==> config.mk <==
export PLATFORM = sky130hd
export DESIGN_NAME = uacs_ctrl_status
export DESIGN_NICKNAME = d
export VERILOG_FILES = /design/src/verilog/uacs_pkg.sv /design/src/verilog/uacs_ctrl_status.sv
export SDC_FILE = /design/constraint.sdc
export NUM_CORES = 1
export LEC_CHECK = 0
export BUFFER_PORTS_ARGS = -buffer_cell sky130_fd_sc_hd__buf_2
export CORE_AREA = 5 5 149 151
export CTS_BUF_LIST = sky130_fd_sc_hd__clkbuf_16
export CTS_CLUSTER_DIAMETER = 200
export DETAILED_ROUTE_END_ITERATION = 12
export DIE_AREA = 0 0 154 156
export GPL_TIMING_DRIVEN = 0
export PLACE_DENSITY_LB_ADDON = 0.25
export SYNTH_ARGS = -nofsm -noshare
export SYNTH_HDL_FRONTEND = slang
export SYNTH_SLANG_ARGS = --single-unit
==> constraint.sdc <==
create_clock -name clk_i -period 4.4 [get_ports clk_i]
set_clock_uncertainty 0.1 [all_clocks]
set_input_delay 0.22 -clock clk_i [delete_from_list [all_inputs] [get_ports clk_i]]
set_output_delay 0.22 -clock clk_i [all_outputs]
set_load 0.01 [all_outputs]
==> src/verilog/uacs_pkg.sv <==
`default_nettype none
package uacs_pkg;
   // ***************************************************************
   // Register map and layout
   // ***************************************************************
   localparam int unsigned ADDR_W = 4;
   localparam logic [3:0] OFF_STATUS = 4'h4;
   localparam logic [3:0] OFF_IRQ_LB_LINE_DRIVER_MODE = 4'h5;
   localparam logic [3:0] OFF_ENABLE_RECEIVE_SPEED_MODE = 4'h6;
   localparam logic [3:0] OFF_FRAME_FORMAT = 4'h7;
   localparam logic [7:0] RST_IRQ_LB_LINE_DRIVER_MODE = 8'h00;
   localparam logic [7:0] RST_ENABLE_RECEIVE_SPEED_MODE = 8'h00;
   localparam logic [7:0] RST_FRAME_FORMAT = 8'h03;
   localparam int unsigned ST_RX_DONE = 7;
   localparam int unsigned ST_TX_DONE = 6;
   localparam int unsigned ST_TX_EMPTY = 5;
   localparam int unsigned ST_FRAME_START = 4;
   localparam int unsigned ST_SYNC_INCONS = 3;
   localparam int unsigned ST_BREAK_SEEN = 1;
   localparam int unsigned ST_AWAIT_BREAK = 0;
   // ***************************************************************
   // Timing in bits, sixteenths of a bit and clock cycles
   // ***************************************************************
   localparam logic [4:0] BREAK_BITS = 5'h0b;
   localparam logic [5:0] LIN_SAMPLES_LO = 6'h1a;
   localparam logic [5:0] LIN_SAMPLES_HI = 6'h26;
   localparam logic [4:0] SAMPLES_NORMAL = 5'h10;
   localparam logic [4:0] SAMPLES_DOUBLE = 5'h08;
   localparam logic [15:0] AB_MIN_BIT_CYC = 16'h0010;
   localparam logic [7:0] SYNC_VALUE = 8'h55;
   localparam logic [2:0] SYNC_FALLS = 3'h4;
   localparam logic [19:0] SEG_MAX = 20'hfffff;
   // ***************************************************************
   // Types
   // ***************************************************************
   typedef enum logic [1:0] {
      SPD_NORMAL = 2'h0, SPD_DOUBLE = 2'h1, SPD_GENERIC_AUTOBAUD = 2'h2, SPD_LIN_AUTOBAUD = 2'h3
   } uacs_speed_e;
   typedef enum logic [1:0] {
      CM_ASYNC = 2'h0, CM_SYNC = 2'h1, CM_INFRARED = 2'h2, CM_MASTER_SPI_MODE = 2'h3
   } uacs_comm_e;
   typedef enum logic [1:0] {
      DRV_OFF = 2'h0, DRV_EXTERNAL = 2'h1, DRV_INTERNAL = 2'h2, DRV_RSVD = 2'h3
   } uacs_drv_e;
   typedef struct packed {
      logic       rx_done_irq_en;
      logic       tx_done_irq_en;
      logic       tx_empty_irq_en;
      logic       frame_start_irq_en;
      logic       loopback_en;
      logic       autobaud_err_irq_en;
      uacs_drv_e  line_driver_mode;
   } uacs_interrupt_loopback_line_driver_mode_ctrl_s;
   typedef struct packed {
      logic        receiver_on;
      logic        transmitter_on;
      logic        unused;
      logic        frame_start_detect_en;
      logic        open_drain_en;
      uacs_speed_e receive_speed_mode;
      logic        multidrop_filter_en;
   } uacs_enable_and_receive_mode_ctrl_s;
   typedef struct packed {
      uacs_comm_e comm_mode_sel;
      logic [1:0] parity_sel;
      logic       stop_bit_sel;
      logic [2:0] char_width_sel;
   } uacs_frame_format_ctrl_s;
endpackage
`default_nettype wire
==> src/verilog/uacs_ctrl_status.sv <==
// Decided for this implementation: the address-and-strobe port.
`timescale 1ns/10ps
`default_nettype none
module uacs_ctrl_status
   import uacs_pkg::*;
(
   input  wire logic              clk_i,
   input  wire logic              rst_n_i,
   input  wire logic              ce_i,
   input  wire logic [ADDR_W-1:0] addr_i,
   input  wire logic [7:0]        wdata_i,
   input  wire logic              wr_i,
   input  wire logic              rd_i,
   output logic      [7:0]        rdata_o,
   input  wire logic              rxd_pin_i,
   input  wire logic              sleep_i,
   input  wire logic [15:0]       bit_cycles_i,
   input  wire logic              rx_char_valid_i,
   input  wire logic [7:0]        rx_char_data_i,
   input  wire logic              rx_char_addr_i,
   input  wire logic              rx_pop_i,
   input  wire logic              tx_serial_i,
   input  wire logic              tx_shift_busy_i,
   input  wire logic              tx_buf_full_i,
   input  wire logic              tx_complete_i,
   input  wire logic              tx_vector_ack_i,
   output logic                   irq_receive_o,
   output logic                   irq_transmit_o,
   output logic                   irq_tx_empty_o,
   output logic                   rx_line_o,
   output logic                   rx_pin_claim_o,
   output logic                   rx_accept_o,
   output logic                   rx_flush_o,
   output logic                   txd_o,
   output logic                   txd_oe_o,
   output logic                   driver_enable_pin_o,
   output logic                   wake_o,
   output logic      [4:0]        samples_per_bit_o,
   output logic      [1:0]        comm_mode_o,
   output logic      [7:0]        frame_fmt_o,
   output logic                   autobaud_done_o,
   output logic      [15:0]       autobaud_cycles_o
);
   // ***************************************************************
   // Registers and decode
   // ***************************************************************
   typedef enum logic [2:0] {
      AB_IDLE = 3'h0, AB_BREAK = 3'h1, AB_SYNC = 3'h2, AB_CHAR = 3'h3, AB_HOLD = 3'h4
   } uacs_ab_e;

   uacs_interrupt_loopback_line_driver_mode_ctrl_s interrupt_loopback_line_driver_mode_ctrl_r;
   uacs_enable_and_receive_mode_ctrl_s enable_and_receive_mode_ctrl_r;
   uacs_frame_format_ctrl_s frame_format_ctrl_r;
   uacs_ab_e    ab_state_r;
   uacs_ab_e    ab_state_nxt;
   logic        rxd_meta_r;
   logic        rxd_sync_r;
   logic        line_prev_r;
   logic [1:0]  rx_count_r;
   logic        tx_done_r;
   logic        frame_start_r;
   logic        sync_incons_r;
   logic        break_seen_r;
   logic        await_break_r;
   logic        tx_active_r;
   logic [19:0] seg_cnt_r;
   logic [19:0] total_cnt_r;
   logic [2:0]  fall_cnt_r;
   logic [15:0] meas_r;

   wire wr_status = wr_i && (addr_i == OFF_STATUS);
   wire wr_interrupt_loopback_line_driver_mode_ctrl  = wr_i && (addr_i == OFF_IRQ_LB_LINE_DRIVER_MODE);
   wire wr_enable_and_receive_mode_ctrl  = wr_i && (addr_i == OFF_ENABLE_RECEIVE_SPEED_MODE);
   wire wr_frame_format_ctrl  = wr_i && (addr_i == OFF_FRAME_FORMAT);
   wire clr_tx_done     = wr_status && wdata_i[ST_TX_DONE];
   wire clr_frame_start = wr_status && wdata_i[ST_FRAME_START];
   wire clr_sync_incons = wr_status && wdata_i[ST_SYNC_INCONS];
   wire clr_break_seen  = wr_status && wdata_i[ST_BREAK_SEEN];
   wire set_await_break = wr_status && wdata_i[ST_AWAIT_BREAK];

   // ***************************************************************
   // Receive line selection and edges
   // ***************************************************************
   wire line_now  = interrupt_loopback_line_driver_mode_ctrl_r.loopback_en ? tx_serial_i : rxd_sync_r;
   wire line_fall = line_prev_r && !line_now;
   wire line_rise = !line_prev_r && line_now;

   wire lin_mode  = enable_and_receive_mode_ctrl_r.receive_speed_mode == SPD_LIN_AUTOBAUD;
   wire auto_mode = lin_mode || (enable_and_receive_mode_ctrl_r.receive_speed_mode == SPD_GENERIC_AUTOBAUD);
   wire ab_run    = auto_mode && enable_and_receive_mode_ctrl_r.receiver_on;

   // ***************************************************************
   // Receive buffer occupancy and multidrop filter
   // ***************************************************************
   wire rx_take  = enable_and_receive_mode_ctrl_r.receiver_on && rx_char_valid_i &&
                   (!enable_and_receive_mode_ctrl_r.multidrop_filter_en || rx_char_addr_i);
   wire rx_push  = rx_take && (rx_count_r != 2'h2);
   wire rx_pull  = rx_pop_i && (rx_count_r != 2'h0);
   wire [1:0] rx_count_nxt = !enable_and_receive_mode_ctrl_r.receiver_on ? 2'h0 :
                             (rx_push && !rx_pull) ? rx_count_r + 2'h1 :
                             (rx_pull && !rx_push) ? rx_count_r - 2'h1 : rx_count_r;
   wire rx_done_flag = rx_count_r != 2'h0;

   // ***************************************************************
   // Auto-baud measurement
   // ***************************************************************
   wire [20:0] break_thr   = 21'(bit_cycles_i) * 21'(BREAK_BITS);
   wire        break_long  = {1'b0, seg_cnt_r} >= break_thr;
   wire [23:0] seg_scaled  = {seg_cnt_r, 4'h0};
   wire [23:0] lin_lo      = 24'(bit_cycles_i) * 24'(LIN_SAMPLES_LO);
   wire [23:0] lin_hi      = 24'(bit_cycles_i) * 24'(LIN_SAMPLES_HI);
   wire        lin_gap_ok  = (seg_scaled >= lin_lo) && (seg_scaled <= lin_hi);
   wire [19:0] total_fin   = total_cnt_r + seg_cnt_r;
   wire [16:0] meas_wide   = 17'(total_fin >> 3);
   wire        rate_ok     = !meas_wide[16] && (meas_wide[15:0] >= AB_MIN_BIT_CYC);
   wire        seg_ovf     = seg_cnt_r == SEG_MAX;
   wire        last_fall   = fall_cnt_r == SYNC_FALLS;
   wire        gap_bad     = lin_mode && (fall_cnt_r != 3'h0) && !lin_gap_ok;
   wire        sync_fail   = (ab_state_r == AB_SYNC) &&
                             (seg_ovf || (line_fall && (gap_bad || (last_fall && !rate_ok))));
   wire        char_bad    = lin_mode && (rx_char_data_i != SYNC_VALUE);
   wire        char_seen   = (ab_state_r == AB_CHAR) && rx_char_valid_i;
   wire        char_fail   = char_seen && char_bad;
   wire        ab_error    = sync_fail || char_fail;
   wire        ab_ok       = char_seen && !char_bad;
   wire        break_ends  = (ab_state_r == AB_BREAK) && line_rise;
   wire        break_valid = break_ends && (break_long || await_break_r);

   always_comb begin
      ab_state_nxt = ab_state_r;
      unique case (ab_state_r)
         AB_IDLE: begin
            if (line_fall) begin
               ab_state_nxt = AB_BREAK;
            end
         end
         AB_BREAK: begin
            if (line_rise) begin
               ab_state_nxt = break_valid ? AB_SYNC : AB_IDLE;
            end
         end
         AB_SYNC: begin
            if (sync_fail) begin
               ab_state_nxt = AB_HOLD;
            end else if (line_fall && last_fall) begin
               ab_state_nxt = AB_CHAR;
            end
         end
         AB_CHAR: begin
            if (char_fail) begin
               ab_state_nxt = AB_HOLD;
            end else if (ab_ok) begin
               ab_state_nxt = AB_IDLE;
            end
         end
         AB_HOLD: begin
            if (clr_sync_incons) begin
               ab_state_nxt = AB_IDLE;
            end
         end
         default: begin
            ab_state_nxt = AB_IDLE;
         end
      endcase
      if (!ab_run) begin
         ab_state_nxt = AB_IDLE;
      end
   end

   wire seg_idle = ab_state_r == AB_IDLE;
   wire [19:0] seg_nxt = line_fall ? 20'h00001 : seg_idle ? 20'h00000 : // Fall cycle counts
                         (seg_ovf ? seg_cnt_r : seg_cnt_r + 20'h1);
   wire first_fall = (ab_state_r == AB_BREAK) || (fall_cnt_r == 3'h0);
   wire [19:0] total_nxt = (ab_state_r != AB_SYNC) ? 20'h00000 :
                           (line_fall && !first_fall) ? total_fin : total_cnt_r;
   wire [2:0] fall_nxt = (ab_state_r != AB_SYNC) ? 3'h0 :
                         line_fall ? fall_cnt_r + 3'h1 : fall_cnt_r;

   // ***************************************************************
   // Status flags, set wins over clear
   // ***************************************************************
   wire tx_done_nxt     = tx_complete_i || (tx_done_r && !clr_tx_done && !tx_vector_ack_i);
   wire frame_evt       = enable_and_receive_mode_ctrl_r.frame_start_detect_en && sleep_i && line_fall;
   wire frame_start_nxt = frame_evt || (frame_start_r && !clr_frame_start);
   wire sync_incons_nxt = ab_run && (ab_error || (sync_incons_r && !clr_sync_incons));
   wire break_clr       = clr_break_seen || rx_take;
   wire break_seen_nxt  = ab_run && (ab_ok || (break_seen_r && !break_clr));
   wire await_break_nxt = set_await_break || (await_break_r && !break_valid);

   // ***************************************************************
   // Transmitter pin control
   // ***************************************************************
   wire tx_drained    = !tx_shift_busy_i && !tx_buf_full_i;
   wire tx_active_nxt = enable_and_receive_mode_ctrl_r.transmitter_on || (tx_active_r && !tx_drained);
   wire drv_int       = interrupt_loopback_line_driver_mode_ctrl_r.line_driver_mode == DRV_INTERNAL;
   wire drv_ext       = interrupt_loopback_line_driver_mode_ctrl_r.line_driver_mode == DRV_EXTERNAL;
   wire tx_drive      = tx_active_r && (!drv_int || tx_shift_busy_i);
   wire txd_oe_nxt    = tx_drive && (!enable_and_receive_mode_ctrl_r.open_drain_en || !tx_serial_i);
   wire txd_nxt       = enable_and_receive_mode_ctrl_r.open_drain_en ? 1'b0 : tx_serial_i;
   wire de_pin_nxt    = drv_ext && tx_active_r && tx_shift_busy_i;

   // ***************************************************************
   // Interrupt requests and mode outputs
   // ***************************************************************
   wire irq_rx_nxt = (interrupt_loopback_line_driver_mode_ctrl_r.rx_done_irq_en && rx_done_flag) ||
                     (interrupt_loopback_line_driver_mode_ctrl_r.frame_start_irq_en && frame_start_r) ||
                     (interrupt_loopback_line_driver_mode_ctrl_r.autobaud_err_irq_en && sync_incons_r);
   wire irq_tx_nxt = interrupt_loopback_line_driver_mode_ctrl_r.tx_done_irq_en && tx_done_r;
   wire irq_de_nxt = interrupt_loopback_line_driver_mode_ctrl_r.tx_empty_irq_en && !tx_buf_full_i;
   wire async_like = frame_format_ctrl_r.comm_mode_sel != CM_SYNC;
   wire dbl_speed  = async_like && (enable_and_receive_mode_ctrl_r.receive_speed_mode == SPD_DOUBLE);
   wire [4:0] spb_nxt = dbl_speed ? SAMPLES_DOUBLE : SAMPLES_NORMAL;
   wire is_master_spi_mode    = frame_format_ctrl_r.comm_mode_sel == CM_MASTER_SPI_MODE;
   wire [7:0] frame_format_ctrl_view = is_master_spi_mode ? {frame_format_ctrl_r[7:6], 3'h0, frame_format_ctrl_r[2:1], 1'b0} : frame_format_ctrl_r;

   wire [7:0] status_view = {rx_done_flag, tx_done_r, !tx_buf_full_i, frame_start_r,
                             sync_incons_r, 1'b0, break_seen_r, 1'b0};
   wire [7:0] rdata_nxt = !rd_i ? 8'h00 :
                          (addr_i == OFF_STATUS)        ? status_view :
                          (addr_i == OFF_IRQ_LB_LINE_DRIVER_MODE)  ? interrupt_loopback_line_driver_mode_ctrl_r :
                          (addr_i == OFF_ENABLE_RECEIVE_SPEED_MODE) ? enable_and_receive_mode_ctrl_r :
                          (addr_i == OFF_FRAME_FORMAT)  ? frame_format_ctrl_view : 8'h00;

   // ***************************************************************
   // Sequential logic
   // ***************************************************************
   always_ff @(posedge clk_i or negedge rst_n_i) begin
      if (!rst_n_i) begin
         rxd_meta_r  <= 1'b1;
         rxd_sync_r  <= 1'b1;
         line_prev_r <= 1'b1;
      end else if (ce_i) begin
         rxd_meta_r  <= rxd_pin_i;
         rxd_sync_r  <= rxd_meta_r;
         line_prev_r <= line_now;
      end
   end

   always_ff @(posedge clk_i or negedge rst_n_i) begin
      if (!rst_n_i) begin
         interrupt_loopback_line_driver_mode_ctrl_r <= RST_IRQ_LB_LINE_DRIVER_MODE;
         enable_and_receive_mode_ctrl_r <= RST_ENABLE_RECEIVE_SPEED_MODE;
         frame_format_ctrl_r <= RST_FRAME_FORMAT;
         rdata_o <= 8'h00;
      end else if (ce_i) begin
         if (wr_interrupt_loopback_line_driver_mode_ctrl) begin
            interrupt_loopback_line_driver_mode_ctrl_r <= wdata_i;
         end
         if (wr_enable_and_receive_mode_ctrl) begin
            enable_and_receive_mode_ctrl_r <= {wdata_i[7:6], 1'b0, wdata_i[4:0]};
         end
         if (wr_frame_format_ctrl) begin
            frame_format_ctrl_r <= wdata_i;
         end
         rdata_o <= rdata_nxt;
      end
   end

   always_ff @(posedge clk_i or negedge rst_n_i) begin
      if (!rst_n_i) begin
         rx_count_r    <= 2'h0;
         tx_done_r     <= 1'b0;
         frame_start_r <= 1'b0;
         sync_incons_r <= 1'b0;
         break_seen_r  <= 1'b0;
         await_break_r <= 1'b0;
         tx_active_r   <= 1'b0;
      end else if (ce_i) begin
         rx_count_r    <= rx_count_nxt;
         tx_done_r     <= tx_done_nxt;
         frame_start_r <= frame_start_nxt;
         sync_incons_r <= sync_incons_nxt;
         break_seen_r  <= break_seen_nxt;
         await_break_r <= await_break_nxt;
         tx_active_r   <= tx_active_nxt;
      end
   end

   always_ff @(posedge clk_i or negedge rst_n_i) begin
      if (!rst_n_i) begin
         ab_state_r  <= AB_IDLE;
         seg_cnt_r   <= 20'h00000;
         total_cnt_r <= 20'h00000;
         fall_cnt_r  <= 3'h0;
         meas_r      <= 16'h0000;
      end else if (ce_i) begin
         ab_state_r  <= ab_state_nxt;
         seg_cnt_r   <= seg_nxt;
         total_cnt_r <= total_nxt;
         fall_cnt_r  <= fall_nxt;
         if ((ab_state_r == AB_SYNC) && line_fall && last_fall) begin
            meas_r <= meas_wide[15:0];
         end
      end
   end

   always_ff @(posedge clk_i or negedge rst_n_i) begin
      if (!rst_n_i) begin
         irq_receive_o       <= 1'b0;
         irq_transmit_o      <= 1'b0;
         irq_tx_empty_o      <= 1'b0;
         rx_line_o           <= 1'b1;
         rx_pin_claim_o      <= 1'b0;
         rx_accept_o         <= 1'b0;
         rx_flush_o          <= 1'b1;
         txd_o               <= 1'b1;
         txd_oe_o            <= 1'b0;
         driver_enable_pin_o <= 1'b0;
         wake_o              <= 1'b0;
         samples_per_bit_o   <= SAMPLES_NORMAL;
         comm_mode_o         <= 2'h0;
         frame_fmt_o         <= RST_FRAME_FORMAT;
         autobaud_done_o     <= 1'b0;
         autobaud_cycles_o   <= 16'h0000;
      end else if (ce_i) begin
         irq_receive_o       <= irq_rx_nxt;
         irq_transmit_o      <= irq_tx_nxt;
         irq_tx_empty_o      <= irq_de_nxt;
         rx_line_o           <= line_now;
         rx_pin_claim_o      <= enable_and_receive_mode_ctrl_r.receiver_on;
         rx_accept_o         <= rx_push;
         rx_flush_o          <= !enable_and_receive_mode_ctrl_r.receiver_on;
         txd_o               <= txd_nxt;
         txd_oe_o            <= txd_oe_nxt;
         driver_enable_pin_o <= de_pin_nxt;
         wake_o              <= frame_evt;
         samples_per_bit_o   <= spb_nxt;
         comm_mode_o         <= frame_format_ctrl_r.comm_mode_sel;
         frame_fmt_o         <= frame_format_ctrl_view;
         autobaud_done_o     <= ab_ok;
         if (ab_ok) begin
            autobaud_cycles_o <= meas_r;
         end
      end
   end
endmodule
`default_nettype wire

==> flow_metrics.env, run 1 <==
export IMPL_synth_top_cell_area_share_pct=26.6
export IMPL_clk_pin_slew_ns=0.07
export IMPL_period_share_pct=106
export IMPL_cts_buffers_inserted=17
export IMPL_clock_sinks=141
export IMPL_path_max_fanout=6
export IMPL_synthSimpleGateAreaFrac_pct=13.8
export IMPL_postRouteAntennaNets=0
export IMPL_portBuffers=97
export IMPL_ys_types=75
export IMPL_rrSetupSlack_ns=0.15
export IMPL_diodes=0
export IMPL_hp_start="tx_vector_ack_i"
export IMPL_cap_violations=0
export IMPL_coreArea_mm2=0.0207
export IMPL_yosysSeqAreaShare_pct=28.8
export IMPL_pwr_density_cell_mw_per_mm2=333
export IMPL_total_leakage_power_nw=7.32
export IMPL_synth_commonest_cells="180 x ha_1, 140 x inv_1, 131 x dfrtp_1, 86 x nand2_1, 80 x o21ai_0"
export IMPL_place_area_mm2=0.0133
export IMPL_worstPathCellList="buf_12 > ha_4 > inv_2 > fa_1 > inv_2 > ha_4 > a21o_1 > a21oi_2 > nor2b_1 > o21a_1 > nor2_2 > xor2_1 > ha_1 > a21o_1 > a21o_1 > a221o_1 > a311oi_2 > o21ai_2 > a2111oi_4 > a211oi_4 > nand4_2 > o22ai_2 > a221o_1"
export IMPL_place_inst=1693
export IMPL_setup_viol=4
export IMPL_hold_end="tx_done_r$_DFFE_PN0P_"
export IMPL_status="finished with violations"
export IMPL_pre_cts_ws_ns=-1.29
export IMPL_worst_pin_slew_ns=1.10
export IMPL_switchingPower_mw=1.78
export IMPL_yosys_area_top_type="dfrtp_1"
export IMPL_via_count=10400
export IMPL_seq_power_share_pct=31.1
export IMPL_cpMaxStageDelayCell="fa_1"
export IMPL_synth_top_family_by_area="adder cells"
export IMPL_drt_pass1_iterations=6
export IMPL_reg2reg_from="seg_cnt_r[0]$_DFFE_PN0P_"
export IMPL_die_x_um=154
export IMPL_ios=102
export IMPL_grt_pass1_vias=10700
export IMPL_avgSynthCellArea_um2=9.34
export IMPL_synthMuxAreaShare_pct=6.00
export IMPL_setup_ws_ns=-0.247
export IMPL_post_synth_top_count_cell="ha_1"
export IMPL_drc=0
export IMPL_hold_depth=4
export IMPL_clock_root_buffer="clkbuf_16"
export IMPL_reg2reg_depth=12
export IMPL_place_congestion=0.935
export IMPL_synth_enable_flop_cells=0
export IMPL_cts_tree="built"
export IMPL_crit_type="in -> reg"
export IMPL_overflow=0
export IMPL_setup_tns_ns=-0.656
export IMPL_internal_power_mw=3.04
export IMPL_hp_class="in -> reg"
export IMPL_drt_initial_drc_count=724
export IMPL_synth_flop_cell="dfrtp_1"
export IMPL_antenna_found_initial=0
export IMPL_fin_hold_ws_ns=0.0126
export IMPL_multi_input_area_mm2=0.00842
export IMPL_synth_adder_area_share_pct=24.5
export IMPL_pwr_share_comb_pct=39.4
export IMPL_clockPowerShare_pct=29.5
export IMPL_syn_instance_count=1318
export IMPL_worst_setup_path_start_kind="input port"
export IMPL_crit_required_ns=4.62
export IMPL_fmax_mhz=215
export IMPL_maxSlewViolCount=0
export IMPL_clock_latency_ns=0.44
export IMPL_rows=53
export IMPL_htreeDepth=4
export IMPL_grt_start_max_net_pins=77
export IMPL_start_util_pct=59.5
export IMPL_nets=1742
export IMPL_ir_drop_mv=0.218
export IMPL_ys_async_sr_fraction_pct=100
export IMPL_min_period_ns=4.65
export IMPL_synth_seq_cells=141
export IMPL_die_area_mm2=0.0240
export IMPL_violations="negative setup slack"
export IMPL_timing_rr_end="ab_state_r[1]$_DFFE_PN0P_"
export IMPL_hold_violations=0
export IMPL_grt_first_pass_wirelength_um=53000
export IMPL_drive_gt1_share_pct=20.1
export IMPL_ys_warn_count=0
export IMPL_crit_arrival_ns=4.87
export IMPL_clockBufferDepth=2
export IMPL_synth_xor_area_share_pct=5.05
export IMPL_synth_compound_area_share_pct=16.2
export IMPL_wl_per_cell_um=18.0
export IMPL_grt_usage_pct=26.7
export IMPL_syn_area_mm2=0.0123
export IMPL_fp_dieH_um=156
export IMPL_rsz0062_at_grt="true"
export IMPL_dp_hpwl_um=23600
export IMPL_slew_headroom_pct=26.0
export IMPL_viasPerCell=5.92
export IMPL_layout_cells_non_filler=1761
export IMPL_design_area_mm2=0.0145
export IMPL_final_fill_count=1604
export IMPL_swShare_pct=36.9
export IMPL_critical_path_max_stage_delay_ns=0.51
export IMPL_crit_path_end_kind="register"
export IMPL_seqCellArea_mm2=0.00354
export IMPL_crit_top_cell="a21o_1"
export IMPL_yosys_top_cells_area="dfrtp_1 27%, ha_1 18%, fa_1 6.2%"
export IMPL_wirelength_um=31600
export IMPL_area_growth_pct=17.4
[flip-flops by register name (all words and copies together) (netlist names), 2 cells and up]
register,cells
fall_cnt_r,3
rdata_o,8
rx_count_r,2
frame_fmt_o,6
autobaud_cycles_o,16
samples_per_bit_o,2
seg_cnt_r,20
total_cnt_r,20
meas_r,16
comm_mode_o,2
interrupt_loopback_line_driver_mode_ctrl_r,8
ab_state_r,3
enable_and_receive_mode_ctrl_r,7
frame_format_ctrl_r,8
[critical path, delay by kind of cell]
family / cells / cell delay, ns
compound gates: 12 / 2.63
xor+xnor: 1 / 0.21
fa+ha+maj: 4 / 1.25
buf+inv: 3 / 0.20
simple gates: 3 / 0.35
[metal layers]
layer  routed length, um  track usage [%]  vias up
met3                1550             3.36       63
met5                   0                0        -
met4                 777             8.62        0
met1               13900             35.3     5029
met2               15400             45.9      325
li1                    -                -     5001
[timing repair]
| item | 4_1_cts | 5_1_grt |
|---|---|---|
| endpoints found under the setup margin | 4 | 4 |
| setup buffers | 18 | 4 |
| endpoints found under the hold margin | 81 | 0 |
| gates resized for setup | 47 | 25 |
| pin swaps | 37 | 21 |
| hold buffers | 14 | 0 |
[layout by cell type (no fill, tap or decap), types with 18 or more instances in the layout]
master / netlist / routed
dfrtp_1: 131 / 131
nand3_1: 55 / 55
o21ai_0: 80 / 70
buf_2: 4 / 93
ha_1: 180 / 172
buf_4: 6 / 29
a21o_1: 26 / 26
a22o_1: 20 / 20
inv_1: 140 / 136
nand2_1: 86 / 86
nor2_1: 79 / 77
fa_1: 38 / 37
xor2_1: 33 / 31
clkbuf_1: 26 / 26
nand4_1: 18 / 18
mux2_2: 57 / 57
a21oi_1: 66 / 55
xnor2_1: 38 / 38
[kinds of logic (layout without fill, tap and decap cells)]
kind of cell | after synthesis | in the layout
simple gates | 341 | 341
compound gates | 302 | 302
fa+ha+maj | 218 | 218
buf+inv | 179 | 345
flops | 141 | 141
xor+xnor | 71 | 71
mux | 65 | 65
other cells | 1 | 3
[stage by stage]
stage	utilization, %	total power, mW
3_3_place_gp	64.0	3.13
2_1_floorplan	-	2.71
4_1_cts	69.3	4.73
5_1_grt	69.9	5.12
3_5_place_dp	64.1	3.19
6_report	69.9	4.81
[worst max path at each step]
stage	from	to	slack (ns)	cells past startpoint
5_1_grt	bit_cycles_i[1]	ab_state_r[1]$_DFFE_PN0P_	-0.47	25
4_1_cts	bit_cycles_i[1]	ab_state_r[1]$_DFFE_PN0P_	-0.32	24
3_3_place_gp	bit_cycles_i[3]	ab_state_r[1]$_DFFE_PN0P_	-1.28	22
3_5_place_dp	bit_cycles_i[3]	ab_state_r[1]$_DFFE_PN0P_	-1.29	23
6_report	bit_cycles_i[1]	ab_state_r[1]$_DFFE_PN0P_	-0.25	23
2_1_floorplan	bit_cycles_i[2]	ab_state_r[1]$_DFFE_PN0P_	-0.09	24
[power by group through the flow]
stage / clock, mW / sequential (mW) / combinational, mW
4_1_cts: 1.43 / 1.49 / 1.81
6_report: 1.42 / 1.49 / 1.90
5_1_grt: 1.48 / 1.51 / 2.13
3_3_place_gp: 0 / 1.51 / 1.62
3_5_place_dp: 0 / 1.51 / 1.68
2_1_floorplan: 0 / 1.50 / 1.20
[cell type report]
cell class | instances | area share (%)
buffer | 39 | 1.20
clock buffer | 17 | 2.94
clock inverter | 15 | 1.05
inverter | 140 | 3.63
multi-input combinational | 1000 | 58.2
sequential | 141 | 24.5
tap | 275 | 2.38
timing repair buffer | 134 | 6.07
(Power assumes the default switching activity.)
==> inputs of run 2 (changes only) <==
Settings changed: GPL_TIMING_DRIVEN 0 to not set.
==> run 2 against run 1 <==
Compared with the run above: clock-buffer cell count unchanged; register-to-register slack improved by 0.10 ns; the run still ends with negative setup slack left; critical endpoint unchanged; hold slack is essentially flat; utilization is 3.3 points higher; critical path type unchanged; final cell count up 3.9%; largest cell class unchanged; via count increased by 4.3%; first-iteration DRC count increased by 4.4%; power rose by 4.2%; clock power about the same; die area stayed put; routed wire length is 3.3% higher; non-clock buffer count increased by 68.
==> flow_metrics.env, run 2 (synthesis results as in run 1) <==
export IMPL_status="finished with violations"
export IMPL_violations="negative setup slack"
export IMPL_pre_cts_ws_ns=-0.799
export IMPL_setup_viol=4
export IMPL_total_leakage_power_nw=7.77
export IMPL_grtUsageMet3_pct=3.88
export IMPL_start_util_pct=59.5
export IMPL_die_area_mm2=0.0240
export IMPL_ir_drop_mv=0.263
export IMPL_cts_tree="built"
export IMPL_pwr_density_cell_mw_per_mm2=331
export IMPL_clock_root_buffer="clkbuf_16"
export IMPL_clock_sinks=141
export IMPL_maxSlewViolCount=0
export IMPL_min_period_ns=4.56
export IMPL_setup_ws_ns=-0.157
export IMPL_area_growth_pct=23.0
export IMPL_worst_setup_path_start_kind="input port"
export IMPL_viasPerCell=5.94
export IMPL_place_congestion=0.926
export IMPL_via_count=10900
export IMPL_crit_required_ns=4.61
export IMPL_portBuffers=98
export IMPL_grt_start_max_net_pins=109
export IMPL_fmax_mhz=219
export IMPL_grtUsageMet1_pct=35.2
export IMPL_internal_power_mw=3.21
export IMPL_grt_first_pass_wirelength_um=53700
export IMPL_worstPathCellList="buf_12 > ha_4 > inv_2 > fa_1 > inv_2 > ha_4 > a21o_1 > a21oi_2 > nor2b_1 > o21a_1 > nor3_4 > o31ai_4 > o41ai_4 > o2111ai_2 > a21oi_2 > xor2_1 > ha_1 > nand4_1 > nor2_2 > a2111oi_4 > a211oi_4 > nand4_4 > o22ai_2 > a221o_1"
export IMPL_drt_initial_drc_count=756
export IMPL_clockPowerShare_pct=28.7
export IMPL_overflow=0
export IMPL_multi_input_area_mm2=0.00850
export IMPL_cts_buffers_inserted=17
export IMPL_path_max_fanout=6
export IMPL_drc=0
export IMPL_grt_usage_pct=27.0
export IMPL_switchingPower_mw=1.81
export IMPL_htreeDepth=4
export IMPL_drt_pass1_iterations=5
export IMPL_coreArea_mm2=0.0207
export IMPL_reg_top3="seg_cnt_r (20), total_cnt_r (20)"
export IMPL_reg2reg_depth=12
export IMPL_hold_violations=0
export IMPL_wl_per_cell_um=17.9
export IMPL_rsz0062_at_grt="true"
export IMPL_diodes=0
export IMPL_grt_pass1_vias=10900
export IMPL_worst_pin_slew_ns=1.19
export IMPL_layout_common_cells="169 x ha_1, 137 x inv_1, 131 x dfrtp_1, 126 x buf_4, 94 x buf_2"
export IMPL_seqCellArea_mm2=0.00354
export IMPL_fp_dieH_um=156
export IMPL_place_inst=1777
export IMPL_period_share_pct=104
export IMPL_layout_cells_non_filler=1829
export IMPL_clockBufferDepth=2
export IMPL_drive_gt1_share_pct=26.0
export IMPL_wirelength_um=32700
export IMPL_dp_hpwl_um=24600
export IMPL_crit_type="in -> reg"
export IMPL_nets=1810
export IMPL_crit_arrival_ns=4.77
export IMPL_critical_path_max_stage_delay_ns=0.51
export IMPL_rows=53
export IMPL_grt_use_met2_pct=46.5
export IMPL_hold_depth=4
export IMPL_seq_power_share_pct=29.9
export IMPL_die_x_um=154
export IMPL_swShare_pct=36.1
export IMPL_slew_headroom_pct=20.1
export IMPL_final_fill_count=1469
export IMPL_cpMaxStageDelayCell="fa_1"
export IMPL_layout_commonest_cell="ha_1"
export IMPL_clk_pin_slew_ns=0.06
export IMPL_top_usage_layer="met2"
export IMPL_pwr_share_comb_pct=41.4
export IMPL_postRouteAntennaNets=0
export IMPL_clock_latency_ns=0.43
export IMPL_cap_violations=0
export IMPL_antenna_found_initial=0
export IMPL_crit_path_end_kind="register"
export IMPL_ios=102
export IMPL_hp_class="in -> reg"
==> run 2: cell count changes in the layout (fill, tap and decap cells not counted), moves of 3 or more <==
cell,change
ha_4,+4
clkbuf_1,-26
ha_1,-3
buf_4,+97
buf_1,-3
a21oi_1,-6
a21oi_2,+5
clkinvlp_4,-3
==> run 2: metal layers <==
| metal | wire length [um] | part of all wire (%) |
|---|---|---|
| met1 | 14100 | 43 |
| met3 | 1710 | 5.2 |
| met5 | 0 | 0 |
| met4 | 919 | 2.8 |
| met2 | 16000 | 49 |
==> run 2: worst max-delay path: cells and delay by family <==
family | cells | cell delay [ns]
buffers and inverters | 3 | 0.22
xor gates and xnor gates | 1 | 0.17
adders and majority gates | 4 | 1.25
AOI/OAI and AO/OA | 11 | 2.24
and+or+nand+nor | 5 | 0.66
==> run 2: final timing paths <==
kind / start / endpoint / slack [ns]
setup reg to reg: seg_cnt_r[0]$_DFFE_PN0P_ / ab_state_r[1]$_DFFE_PN0P_ / 0.25
min in group asynchronous: rst_n_i / irq_tx_empty_o$_DFFE_PN0P_ / 0.40
max in group asynchronous: rst_n_i / autobaud_cycles_o[2]$_DFFE_PN0P_ / 2.77
hold / removal: tx_vector_ack_i / tx_done_r$_DFFE_PN0P_ / 0.01
hold reg to reg: meas_r[11]$_DFFE_PN0P_ / meas_r[11]$_DFFE_PN0P_ / 0.38
setup / recovery: bit_cycles_i[2] / ab_state_r[1]$_DFFE_PN0P_ / -0.16
==> run 2: cell type report <==
type,instances,area share (%)
Sequential cell,141,23.4
Clock inverter,15,1.04
Timing Repair Buffer,241,10.9
Tap cell,275,2.27
Clock buffer,17,2.81
Multi-Input combinational cell,1000,56.1
Inverter,140,3.49
==> run 2: repair_timing <==
action / CTS / global route
buffers inserted: 2 / 4
pin swaps: 33 / 27
hold buffers: 15 / 0
resized for setup: 43 / 35
endpoints found under the hold margin: 124 / 0
endpoints found under the setup margin: 4 / 4
==> run 2: power groups by stage <==
stage / sequential, mW / clock (mW) / combinational (mW)
final: 1.50 / 1.44 / 2.08
after global routing: 1.51 / 1.51 / 2.33
after CTS: 1.49 / 1.45 / 1.97
after detailed placement: 1.52 / 0 / 1.90
after global placement: 1.51 / 0 / 1.84
after floorplan: 1.50 / 0 / 1.20
==> run 2: through the flow <==
stage | area, um^2 | hold slack (ns) | power [mW] | utilization (%) | TNS (ns)
2_1_floorplan | 12400 | -0.176 | 2.71 | - | -0.0868
3_3_place_gp | 14000 | 0.316 | 3.35 | 67.7 | -2.58
3_5_place_dp | 14000 | 0.324 | 3.41 | 67.7 | -3.08
4_1_cts | 14900 | 0.00497 | 4.92 | 72.2 | -0.114
5_1_grt | 15100 | 0.0417 | 5.34 | 73.2 | -1.08
6_report | 15100 | 0.0122 | 5.02 | 73.2 | -0.261
